$ cat src/reload_timer_pkg.sv
// Package for the reload timer with clock output: register map, field
// positions, reset values and the core-side bus encoding.
// Assumes one 10 MHz clock shared by the timer and its controller.
`default_nettype none

package reload_timer_pkg;

   // ----------------------------------------
   // Register map on the function-register bus
   // ----------------------------------------
   localparam logic [7:0] timer_control_addr      = 8'hc8;  // Control byte
   localparam logic [7:0] timer_mode_control_addr = 8'hc9;  // Mode byte
   localparam logic [7:0] reload_low_addr         = 8'hca;  // Reload low byte
   localparam logic [7:0] reload_high_addr        = 8'hcb;  // Reload high byte
   localparam logic [7:0] timer_low_addr          = 8'hcc;  // Count low byte
   localparam logic [7:0] timer_high_addr         = 8'hcd;  // Count high byte

   // ----------------------------------------
   // Control byte fields
   // ----------------------------------------
   localparam int ovf_bit     = 7;  // Overflow flag
   localparam int ext_bit     = 6;  // External trigger flag
   localparam int rx_clk_bit  = 5;  // Serial receive clock select
   localparam int tx_clk_bit  = 4;  // Serial transmit clock select
   localparam int trig_en_bit = 3;  // External trigger enable
   localparam int run_bit     = 2;  // Timer run
   localparam int cnt_sel_bit = 1;  // Counter select
   localparam int cap_sel_bit = 0;  // Capture or reload select

   // ----------------------------------------
   // Mode byte fields
   // ----------------------------------------
   localparam int clk_oe_bit = 1;  // Clock out enable
   localparam int updn_bit   = 0;  // Up/down enable

   // ----------------------------------------
   // Reset values and fixed counts
   // ----------------------------------------
   localparam logic [7:0]  control_reset = 8'h00;
   localparam logic [1:0]  mode_reset    = 2'h0;
   localparam logic [15:0] count_max     = 16'hffff;
   localparam logic [7:0]  byte_zero     = 8'h00;
   localparam int          tick_divide   = 2;     // Peripheral clock over two

   // ----------------------------------------
   // Controller command and status register offsets
   // ----------------------------------------
   localparam logic [3:0] cmd_addr_reg   = 4'h0;  // Target register address
   localparam logic [3:0] cmd_data_reg   = 4'h1;  // Write data, starts write
   localparam logic [3:0] cmd_read_reg   = 4'h2;  // Any write starts read
   localparam logic [3:0] cmd_result_reg = 4'h3;  // Last read result
   localparam logic [3:0] cmd_status_reg = 4'h4;  // Bit 0 busy

endpackage

`default_nettype wire

$ cat src/reload_timer_if.sv
// Interface joining the timer device with its function-register master.
// Assumes both ends share one clock; all signals are synchronous.
`default_nettype none

interface reload_timer_if;
   logic [7:0] sfr_addr;   // Register address
   logic [7:0] sfr_wdata;  // Write data
   logic       sfr_wr;     // Write strobe, one cycle
   logic       sfr_rd;     // Read strobe, one cycle
   logic [7:0] sfr_rdata;  // Read data, cycle after strobe

   modport device (input sfr_addr, input sfr_wdata, input sfr_wr, input sfr_rd, output sfr_rdata);
   modport master (output sfr_addr, output sfr_wdata, output sfr_wr, output sfr_rd, input sfr_rdata);
endinterface

`default_nettype wire

$ cat src/reload_timer_device.sv
// Device end: 16-bit reload timer/counter with clock output and up/down mode.
// Assumes trigger and clock pins are already synchronous to clock.
//
// Summary of operation
// - Clock out counts at half peripheral clock
// - Overflow in clock out reloads both bytes
// - No interrupt on clock out overflows
// - Clock out is 50% duty, rate set
// - Generated clock drives timer clock pin
// - Software sets enable, reload, count, run
// - Baud and clock out share reload pair
// - Overflow flag only when serial selects clear
// - External flag set on pin trigger event
// - Bit 5 selects receive clock source
// - Bit 4 selects transmit clock source
// - Trigger enable arms falling pin events
// - Run bit starts and stops timer
// - Counter select picks internal or pin
// - Bit 0 selects capture; serial forces reload
// - Mode bit 1 makes pin clock output
// - Mode bit 0 enables up/down counting
// - Control clears at reset; mode low clears
// - Reserved mode bits never set by software
// - Up count overflow flags and reloads
// - Down count at reload flags, loads FFFFh
// - External flag toggles each up/down wrap
`default_nettype none

module reload_timer_device
   import reload_timer_pkg::*;
(
   reload_timer_if.device   bus,
   input  wire logic        clock,
   input  wire logic        rst_b,
   input  wire logic        timer_clock_pin_in,      // Pin level in
   output var  logic        timer_clock_pin_out,     // Pin drive level
   output var  logic        timer_clock_pin_oe_b,    // Low while driving
   input  wire logic        trigger_direction_pin,   // Trigger / direction
   input  wire logic        serial_mode_13,          // Serial port in mode 1 or 3
   input  wire logic        other_timer_overflow,    // Alternative baud source
   output var  logic        serial_rx_clock,         // Receive clock pulse
   output var  logic        serial_tx_clock,         // Transmit clock pulse
   output var  logic        timer_irq                // Interrupt request level
);
   // ----------------------------------------
   // Registers
   // ----------------------------------------
   logic [7:0]  control_q;      // Control byte
   logic [1:0]  mode_q;         // Clock out enable, up/down enable
   logic [15:0] reload_q;       // Reload pair
   logic [15:0] count_q;        // Timer bytes
   logic        half_q;         // Divider for half-rate tick
   logic        pin_q;          // Previous clock pin level
   logic        trig_q;         // Previous trigger pin level
   logic        clk_level_q;    // Clock out level

   // ----------------------------------------
   // Decoded controls
   // ----------------------------------------
   logic serial_sel, clock_out, updn, tick, edge_cnt, trig_fall, trig_evt;
   logic up_ovf, down_unf, ovf, wr_ctl;
   logic [15:0] count_d;

   assign serial_sel = control_q[rx_clk_bit] | control_q[tx_clk_bit];
   assign clock_out  = mode_q[clk_oe_bit];
   assign updn       = mode_q[updn_bit] & ~serial_sel & ~clock_out;
   assign edge_cnt   = pin_q & ~timer_clock_pin_in & ~clock_out;
   // Internal half-rate enable or falling pin edge when counting
   assign tick       = control_q[run_bit] &
                       (control_q[cnt_sel_bit] ? edge_cnt : half_q);
   assign trig_fall  = trig_q & ~trigger_direction_pin;
   assign trig_evt   = trig_fall & control_q[trig_en_bit] & ~serial_sel & ~updn;
   assign up_ovf     = tick & (~updn | trigger_direction_pin) & count_q == count_max;
   assign down_unf   = tick & updn & ~trigger_direction_pin & count_q == reload_q;
   assign ovf        = up_ovf | down_unf;
   assign wr_ctl     = bus.sfr_wr && bus.sfr_addr == timer_control_addr;

   // ----------------------------------------
   // Half-rate tick divider and pin edge history
   // ----------------------------------------
   always_ff @(posedge clock) begin
      if (!rst_b) begin
         half_q <= 1'b0;
         pin_q  <= 1'b1;
         trig_q <= 1'b1;
      end else begin
         half_q <= ~half_q;                // One pulse every tick_divide clocks
         pin_q  <= timer_clock_pin_in;
         trig_q <= trigger_direction_pin;
      end
   end

   // ----------------------------------------
   // Count register: software write, reload, capture source
   // ----------------------------------------
   always_comb begin
      count_d = count_q;
      if (ovf) begin
         if (down_unf) count_d = count_max;
         else count_d = reload_q;
      end else if (tick) begin
         count_d = (updn && !trigger_direction_pin) ? count_q - 16'h0001 : count_q + 16'h0001;
      end
      // Pin reload only in reload mode, blocked by serial select
      if (trig_evt && !control_q[cap_sel_bit]) count_d = reload_q;
      if (bus.sfr_wr && bus.sfr_addr == timer_low_addr)  count_d[7:0]  = bus.sfr_wdata;
      if (bus.sfr_wr && bus.sfr_addr == timer_high_addr) count_d[15:8] = bus.sfr_wdata;
   end

   always_ff @(posedge clock) begin
      if (!rst_b) count_q <= 16'h0000;
      else count_q <= count_d;
   end

   // Reload pair: software write, or capture of count on pin event
   always_ff @(posedge clock) begin
      if (!rst_b) reload_q <= 16'h0000;
      else begin
         if (trig_evt && control_q[cap_sel_bit]) reload_q <= count_q;
         if (bus.sfr_wr && bus.sfr_addr == reload_low_addr)  reload_q[7:0]  <= bus.sfr_wdata;
         if (bus.sfr_wr && bus.sfr_addr == reload_high_addr) reload_q[15:8] <= bus.sfr_wdata;
      end
   end

   // ----------------------------------------
   // Control byte; hardware set wins over software clear
   // ----------------------------------------
   always_ff @(posedge clock) begin
      if (!rst_b) control_q <= control_reset;
      else begin
         if (wr_ctl) control_q <= bus.sfr_wdata;
         // Flag only when serial selects are both clear
         if (ovf && !serial_sel) control_q[ovf_bit] <= 1'b1;
         if (trig_evt) control_q[ext_bit] <= 1'b1;
         // Up/down wraps toggle the external flag as bit 16
         if (ovf && updn) control_q[ext_bit] <= (wr_ctl ? bus.sfr_wdata[ext_bit] : control_q[ext_bit]) ^ 1'b1;
      end
   end

   // Mode byte: only the two defined bits are stored
   always_ff @(posedge clock) begin
      if (!rst_b) mode_q <= mode_reset;
      else if (bus.sfr_wr && bus.sfr_addr == timer_mode_control_addr) mode_q <= bus.sfr_wdata[1:0];
   end

   // ----------------------------------------
   // Clock out level toggles on every overflow
   // ----------------------------------------
   always_ff @(posedge clock) begin
      if (!rst_b) clk_level_q <= 1'b0;
      else if (!clock_out) clk_level_q <= 1'b0;
      else if (ovf) clk_level_q <= ~clk_level_q;
   end

   // ----------------------------------------
   // Outputs, all from flip-flops
   // ----------------------------------------
   always_ff @(posedge clock) begin
      if (!rst_b) begin
         timer_clock_pin_out  <= 1'b0;
         timer_clock_pin_oe_b <= 1'b1;
         serial_rx_clock      <= 1'b0;
         serial_tx_clock      <= 1'b0;
         timer_irq            <= 1'b0;
      end else begin
         timer_clock_pin_out  <= clk_level_q;
         timer_clock_pin_oe_b <= ~clock_out;
         // Source choice for serial clocks; shared reload pair couples rates
         serial_rx_clock <= serial_mode_13 & (control_q[rx_clk_bit] ? ovf : other_timer_overflow);
         serial_tx_clock <= serial_mode_13 & (control_q[tx_clk_bit] ? ovf : other_timer_overflow);
         // Clock out raises no request; external flag silent in up/down
         timer_irq <= ~clock_out & (control_q[ovf_bit] | (control_q[ext_bit] & ~mode_q[updn_bit]));
      end
   end

   // ----------------------------------------
   // Register reads, data in the next cycle
   // ----------------------------------------
   always_ff @(posedge clock) begin
      if (!rst_b) bus.sfr_rdata <= byte_zero;
      else if (bus.sfr_rd) begin
         case (bus.sfr_addr)
            timer_control_addr:      bus.sfr_rdata <= control_q;
            timer_mode_control_addr: bus.sfr_rdata <= {6'h00, mode_q};  // Reserved read as zero
            reload_low_addr:         bus.sfr_rdata <= reload_q[7:0];
            reload_high_addr:        bus.sfr_rdata <= reload_q[15:8];
            timer_low_addr:          bus.sfr_rdata <= count_q[7:0];
            timer_high_addr:         bus.sfr_rdata <= count_q[15:8];
            default:                 bus.sfr_rdata <= byte_zero;
         endcase
      end
   end
endmodule

`default_nettype wire

$ cat src/flat_wrapper.sv
// flat-port wrapper written by rule: the top's interface ports become plain ports
module reload_timer_device_flat import reload_timer_pkg::*;
  (clock, rst_b, timer_clock_pin_in, timer_clock_pin_out, timer_clock_pin_oe_b, trigger_direction_pin, serial_mode_13, other_timer_overflow, serial_rx_clock, serial_tx_clock, timer_irq, bus_sfr_addr, bus_sfr_wdata, bus_sfr_wr, bus_sfr_rd, bus_sfr_rdata);
  reload_timer_if bus_i ();
  input  wire logic clock;
  input  wire logic rst_b;
  input  wire logic timer_clock_pin_in;
  output var  logic timer_clock_pin_out;
  output var  logic timer_clock_pin_oe_b;
  input  wire logic trigger_direction_pin;
  input  wire logic serial_mode_13;
  input  wire logic other_timer_overflow;
  output var  logic serial_rx_clock;
  output var  logic serial_tx_clock;
  output var  logic timer_irq;
  input wire logic [$bits(bus_i.sfr_addr)-1:0] bus_sfr_addr;
  input wire logic [$bits(bus_i.sfr_wdata)-1:0] bus_sfr_wdata;
  input wire logic [$bits(bus_i.sfr_wr)-1:0] bus_sfr_wr;
  input wire logic [$bits(bus_i.sfr_rd)-1:0] bus_sfr_rd;
  output wire logic [$bits(bus_i.sfr_rdata)-1:0] bus_sfr_rdata;
  assign bus_i.sfr_addr = bus_sfr_addr;
  assign bus_i.sfr_wdata = bus_sfr_wdata;
  assign bus_i.sfr_wr = bus_sfr_wr;
  assign bus_i.sfr_rd = bus_sfr_rd;
  assign bus_sfr_rdata = bus_i.sfr_rdata;
  reload_timer_device u_core (.bus(bus_i), .clock(clock), .rst_b(rst_b), .timer_clock_pin_in(timer_clock_pin_in), .timer_clock_pin_out(timer_clock_pin_out), .timer_clock_pin_oe_b(timer_clock_pin_oe_b), .trigger_direction_pin(trigger_direction_pin), .serial_mode_13(serial_mode_13), .other_timer_overflow(other_timer_overflow), .serial_rx_clock(serial_rx_clock), .serial_tx_clock(serial_tx_clock), .timer_irq(timer_irq));
endmodule
$ cat config.mk
export PLATFORM = sky130hd
export DESIGN_NAME = reload_timer_device_flat
export DESIGN_NICKNAME = d
export VERILOG_FILES = /design/src/reload_timer_pkg.sv /design/src/reload_timer_if.sv /design/src/reload_timer_device.sv /design/src/flat_wrapper.sv
export SDC_FILE = /design/constraint.sdc
export NUM_CORES = 1
export LEC_CHECK = 0
export BUFFER_PORTS_ARGS = -buffer_cell sky130_fd_sc_hd__buf_2
export CELL_PAD_IN_SITES_DETAIL_PLACEMENT = 0
export CELL_PAD_IN_SITES_GLOBAL_PLACEMENT = 1
export CORE_UTILIZATION = 49
export DETAILED_ROUTE_END_ITERATION = 10
export GPL_TIMING_DRIVEN = 1
export PLACE_DENSITY = 0.95
export RECOVER_POWER = 25
export SKIP_LAST_GASP = 1
export SYNTH_ARGS = -nofsm -noshare
export SYNTH_HDL_FRONTEND = slang
export SYNTH_SLANG_ARGS = --single-unit
$ cat constraint.sdc
create_clock -name clock -period 6.6 [get_ports clock]
set_input_delay 0.66 -clock clock [delete_from_list [all_inputs] [get_ports clock]]
set_output_delay 0.66 -clock clock [all_outputs]
set_load 0.005 [all_outputs]
* Yosys cells after proc, flatten, opt, wreduce, memory -nomap -nowiden *
Index checks and enable logic that the tools add are counted.
Widths: inputs -> output; s select.

word-level totals
  register bits = 59
  bits in latches = 0
  memory bits (writable) = 0
  memory bits (read-only) = 0
  input port bits = 24
  output and inout bits = 13
  memories = 0

operators by class
  add/subtract/negate cells = 2
  multiply operators = 0
  divide/modulo/power cells = 0
  magnitude comparators = 0
  equality and inequality tests = 8
  shift-type cells = 0
  muxes and demuxes = 19
  bitwise operators = 31
  reductions and logical operators = 21

operator list
  kind                   count
  $mux 16                6
  $eq 8x8->1 const B     6
  $pmux 8 s6             1
  $mux 8                 5
  $and 1x1->1            18
  $add 16x1->16 const B  1
  $eq 16x16->1           1
  $eq 16x16->1 const B   1
  $sub 16x1->16 const B  1
  $logic_and 1x1->1      11
  $not 1->1              9
  $reduce_bool 4->1      2
  $mux 1                 7
  $reduce_bool 2->1      3
  $or 1x1->1             4
  $logic_not 1->1        3
  $reduce_bool 3->1      1
  $reduce_and 2->1       1

* Logic depth before layout (Yosys ltp) *
  depth in word-level cells = 12
  mapped depth = 10
  depth with buffers taken out = 9

* Least setup slack after synthesis *
OpenSTA, ideal clock, no wires.

  kind = input-to-reg
  start = input trigger_direction_pin
  end = register u_core.count_q[14]
  data arrival time = 2.557 ns
  data required time = 6.505 ns
  setup slack = 3.948 ns
  stages = 9
  buffers on the path = 1
  cells stage by stage = nor3_1 -> nand2_1 -> xnor2_1 -> ha_1 -> clkbuf_1 -> nor4_2 -> a311o_1 -> o31ai_1 -> a221oi_1

on the way
  word-level cells in the longest chain between the ends = 8

RTL lines
  item                      line                                                  RTL
  start, declared           flat_wrapper.sv:10                                    input wire logic trigger_direction_pin;
  $not 1->1                 reload_timer_device.sv:71, reload_timer_device.sv:74
  $and 1x1->1               reload_timer_device.sv:71                             assign trig_fall = trig_q & ~trigger_direction_pin;
  $and 1x1->1 (3 in a row)  reload_timer_device.sv:72                             assign trig_evt = trig_fall & control_q[trig_en_bit] & ~serial_sel & ~updn;
  $logic_and 1x1->1         reload_timer_device.sv:105                            if (trig_evt && !control_q[cap_sel_bit]) count_d = reload_q;
  $mux 16                   reload_timer_device.sv:105
  $mux 8                    reload_timer_device.sv:107                            if (bus.sfr_wr && bus.sfr_addr == timer_high_addr) count_d[15:8] = bus.sfr_wdata;
  end signal, assigned      reload_timer_device.sv:112                            else count_q <= count_d;
  end, declared             reload_timer_device.sv:51                             logic [15:0] count_q;

Parallel ways exist; a longest one is shown, timed or not. The select of a mux whose other input is x is not followed.
A chain may end at the register's enable or synchronous reset.

* Final worst setup path *
  start = register u_core.mode_q[0]
  end = register u_core.count_q[8]

on the way
  word-level cells in the longest chain between the ends = 10

RTL lines
  item                          line                                                  RTL
  start, declared               reload_timer_device.sv:49                             logic [1:0] mode_q;
  start signal, assigned        reload_timer_device.sv:142                            if (!rst_b) mode_q <= mode_reset;
  start signal, assigned        reload_timer_device.sv:143                            else if (bus.sfr_wr && bus.sfr_addr == timer_mode_control_addr) mode_q <= bus.sfr_wdata[1:0];
  $and 1x1->1 (*) (2 in a row)  reload_timer_device.sv:66                             assign updn = mode_q[updn_bit] & ~serial_sel & ~clock_out;
  $not 1->1                     reload_timer_device.sv:72, reload_timer_device.sv:73
  $or 1x1->1                    reload_timer_device.sv:73                             assign up_ovf = tick & (~updn | trigger_direction_pin) & count_q == count_max;
  $and 1x1->1 (2 in a row)      reload_timer_device.sv:73
  $or 1x1->1                    reload_timer_device.sv:75                             assign ovf = up_ovf | down_unf;
  $mux 16                       reload_timer_device.sv:98                             if (ovf) begin
  $mux 16                       reload_timer_device.sv:105
  $mux 8                        reload_timer_device.sv:107

Every way passes the cells marked *; elsewhere a longest branch is shown, timed or not. The select of a mux whose other input is x is not followed.

==> run_results.csv <==
group,metric,value,unit
power_and_ir_drop,pwr-share-seq,0.457,
placed_design,port_buffers,36,
final_layout,layout_common_cells,"dfxtp_1, nor2_1, buf_2",
routing,drtIter0Drc,371,
power_and_ir_drop,power.density,181,nW/um2
power_and_ir_drop,leakage,1.70,nW
clock_tree,clockBufferDepth,2,
worst_setup_path,setup.worst_path.end_class,"register",
routing,dr.pass1.iters,5,
clock_tree,cts_tree,"built",
global_routing,grtUsageMet2,0.494,
yosys,async_flop_share,0,
global_routing,grt_pass1_vias,3629,
yosys,synth.distinct_cells,70,
routing,ant_nets,0,
sta,layout_setup_ws,3340,ps
yosys,syn_area_per_cell,8.53,um2
clock_tree,cts-root-buf,"clkbuf_8",
sta,setup_tns,0,ps
clock_tree,holdBufCountCts,0,
final_layout,nets,502,
sta,finalHoldViolCount,0,
yosys,yosysWarnings,0,
power_and_ir_drop,swShare,0.255,
worst_setup_path,cp.required,6750,ps
routing,drt-total-wl,12800,um
global_routing,grt_usage,0.316,
placed_design,dpl.hpwl,9150,um
worst_setup_path,critPathLaunchType,"register",
global_routing,grt_antenna_before_repair,0,
yosys,synth_area_leader_cell,"dfxtp_1",
yosys,ys_top_cells_by_area,"dfxtp_1, mux2i_1, mux2_2",
min_path,hold_path_depth,1,
global_routing,grt_max_degree,48,
floorplan,die_x,91.8,um
sta,setup_violations,0,
yosys,synth-edff-count,0,
clock_tree,path_clk_slew,80,ps
placed_design,dp_slack,3500,ps
outcome,violations,"max-capacitance violations, max-slew violations",
sta,report.final.slew_viol_count,48,
yosys,synth_cells,463,
power_and_ir_drop,internal_power,0.586,mW
final_layout,n_antenna_cell,0,
sta,fmax,307,MHz
power_and_ir_drop,p_sw,0.200,mW
yosys,syn-num-nets,488,
sta,period_share,0.494,
global_routing,grt_first_pass_wirelength,20100,um
clock_tree,numCtsBuffers,9,
worst_setup_path,cp.arrival,3400,ps
worst_setup_path,reg2reg_from,"u_core.mode_q[0]$_SDFFE_PN0P_",
sta,layout_min_cycle_time,3260,ps
final_layout,synthToLayoutAreaGrowth,9.70,%
min_path,hp-start,"u_core.half_q$_SDFF_PN0_",
outcome,status,"complete, but fails checks",
power_and_ir_drop,vdd_drop_max,0.000104,V
floorplan,start_util,0.508,
clock_tree,insertion_delay,350,ps
routing,drc_errors,0,
floorplan,die_area,8420,um2
floorplan,core_area,7770,um2
yosys,yosysTopAreaCellShare,0.299,
floorplan,std_cell_rows,32,
final_layout,layout_commonest_cell,"dfxtp_1",
min_path,holdPathEnd,"u_core.half_q$_SDFF_PN0_",
power_and_ir_drop,p_comb_frac,0.050,
flow_run,timing.max_cap.violations,1,
clock_tree,cts_sinks,59,
global_routing,grt_use_met1,0.425,
worst_setup_path,reg2reg_to,"u_core.count_q[8]$_SDFFE_PN0P_",
floorplan,die_h,91.8,um
sta,rsz0062_at_grt,"false",
routing,vias,3876,
yosys,seq_area_frac_synth,0.299,
worst_setup_path,reg2reg_depth,9,
worst_setup_path,cp_max_fo,9,
global_routing,use_met3,0.0605,
yosys,synth_area,3950,um2
placed_design,globalplace.congestion,1.02,
final_layout,drive_gt1_frac,0.187,
worst_setup_path,path_class,"reg -> reg",
sta,slew_headroom,-0.471,
global_routing,overflow,0,
power_and_ir_drop,p_clk_frac,0.493,
floorplan,io_pins,37,
routing,wl_per_cell,22.0,um
clock_tree,cts.repair.resized,0,
clock_tree,post_cts_buffers,0,
yosys,yosys_most_used_dff,"dfxtp_1",
worst_setup_path,rrSetupSlack,3340,ps
clock_tree,cts.htree.levels,3,
min_path,hp-class,"reg -> reg",
sta,tightest_slew,2210,ps
sta,finalClockSkew,9.41,ps
routing,vias_per_cell,6.64,
global_routing,grt-busiest-layer,"met2",
yosys,ys_ff_latch,59,
through the flow:
stage,cell area (um2),hold slack [ps],util,power (mW),std cells
after CTS,4340,417,0.559,0.785,584
after detailed placement,4120,405,0.530,0.407,568
after global placement,4120,397,0.530,0.406,568
after global routing,4330,437,0.558,0.808,584
after floorplan,3950,385,-,0.386,463
final,4330,415,0.558,0.786,584
routing by layer:
layer,routed length (um),part of all wire
met5,0,0
met4,406,0.032
met3,1090,0.085
met2,5810,0.45
met1,5530,0.43
flip-flops by register name, summed over array words and instances (netlist names):
register / cells
u_core.timer_clock_pin_oe_b: 1
u_core.trig_q: 1
u_core.timer_clock_pin_out: 1
u_core.timer_irq: 1
u_core.pin_q: 1
u_core.clk_level_q: 1
u_core.mode_q: 2
u_core.serial_tx_clock: 1
u_core.half_q: 1
u_core.bus.sfr_rdata: 8
u_core.count_q: 16
u_core.reload_q: 16
u_core.serial_rx_clock: 1
u_core.control_q: 8
synthesized netlist by cell type, types with 11 or more instances:
cell type	instances
a22oi_1	11
buf_2	15
o21ai_0	14
a21oi_1	20
mux2_2	22
clkbuf_1	15
nor3_1	15
o22ai_1	12
nor2_1	53
nand2_1	19
nor4_1	12
xor2_1	21
mux2i_1	27
dfxtp_1	59
power groups by stage:
stage               Clock, mW  Sequential [mW]  Combinational [mW]
floorplan                   0            0.367              0.0189
global placement            0            0.368              0.0383
detailed placement          0            0.368              0.0390
CTS                     0.387            0.360              0.0389
global route            0.406            0.360              0.0419
finish                  0.388            0.360              0.0389
cell type report:
class	count	area [um2]
multi-input combinational	360	2570
tap	102	128
clock buffer	9	124
timing repair buffer	39	193
fill	741	3440
sequential	59	1180
clock inverter	7	101
inverter	8	30.0
worst max path at each step:
| stage | to | depth (start not counted) | start |
|---|---|---|---|
| floorplan | u_core.count_q[14]$_SDFFE_PN0P_ | 9 | trigger_direction_pin |
| global route | u_core.count_q[14]$_SDFFE_PN0P_ | 9 | u_core.mode_q[0]$_SDFFE_PN0P_ |
| detailed placement | u_core.count_q[14]$_SDFFE_PN0P_ | 9 | trigger_direction_pin |
| CTS | u_core.count_q[8]$_SDFFE_PN0P_ | 9 | u_core.mode_q[0]$_SDFFE_PN0P_ |
| global placement | u_core.count_q[12]$_SDFFE_PN0P_ | 10 | trigger_direction_pin |
| finish | u_core.count_q[8]$_SDFFE_PN0P_ | 9 | u_core.mode_q[0]$_SDFFE_PN0P_ |
kinds of logic after synthesis:
kind of cell	count (synthesis)	synth area share
buf+inv	44	0.0504
mux	58	0.160
compound gates	113	0.201
simple gates	159	0.223
fa+ha+maj	1	0.00317
flops	59	0.299
xor+xnor	29	0.0643
critical path: stages, from the launching register on:
cell       delay (ps)
dfxtp_1           460
nor2b_1           550
nand2_1           360
xnor2_1           220
ha_1              330
nor4_2            550
o2bb2ai_1         190
xor2_1            100
nor3_1            180
o22ai_1           110
Note: power is estimated with default switching activity, not from simulation.
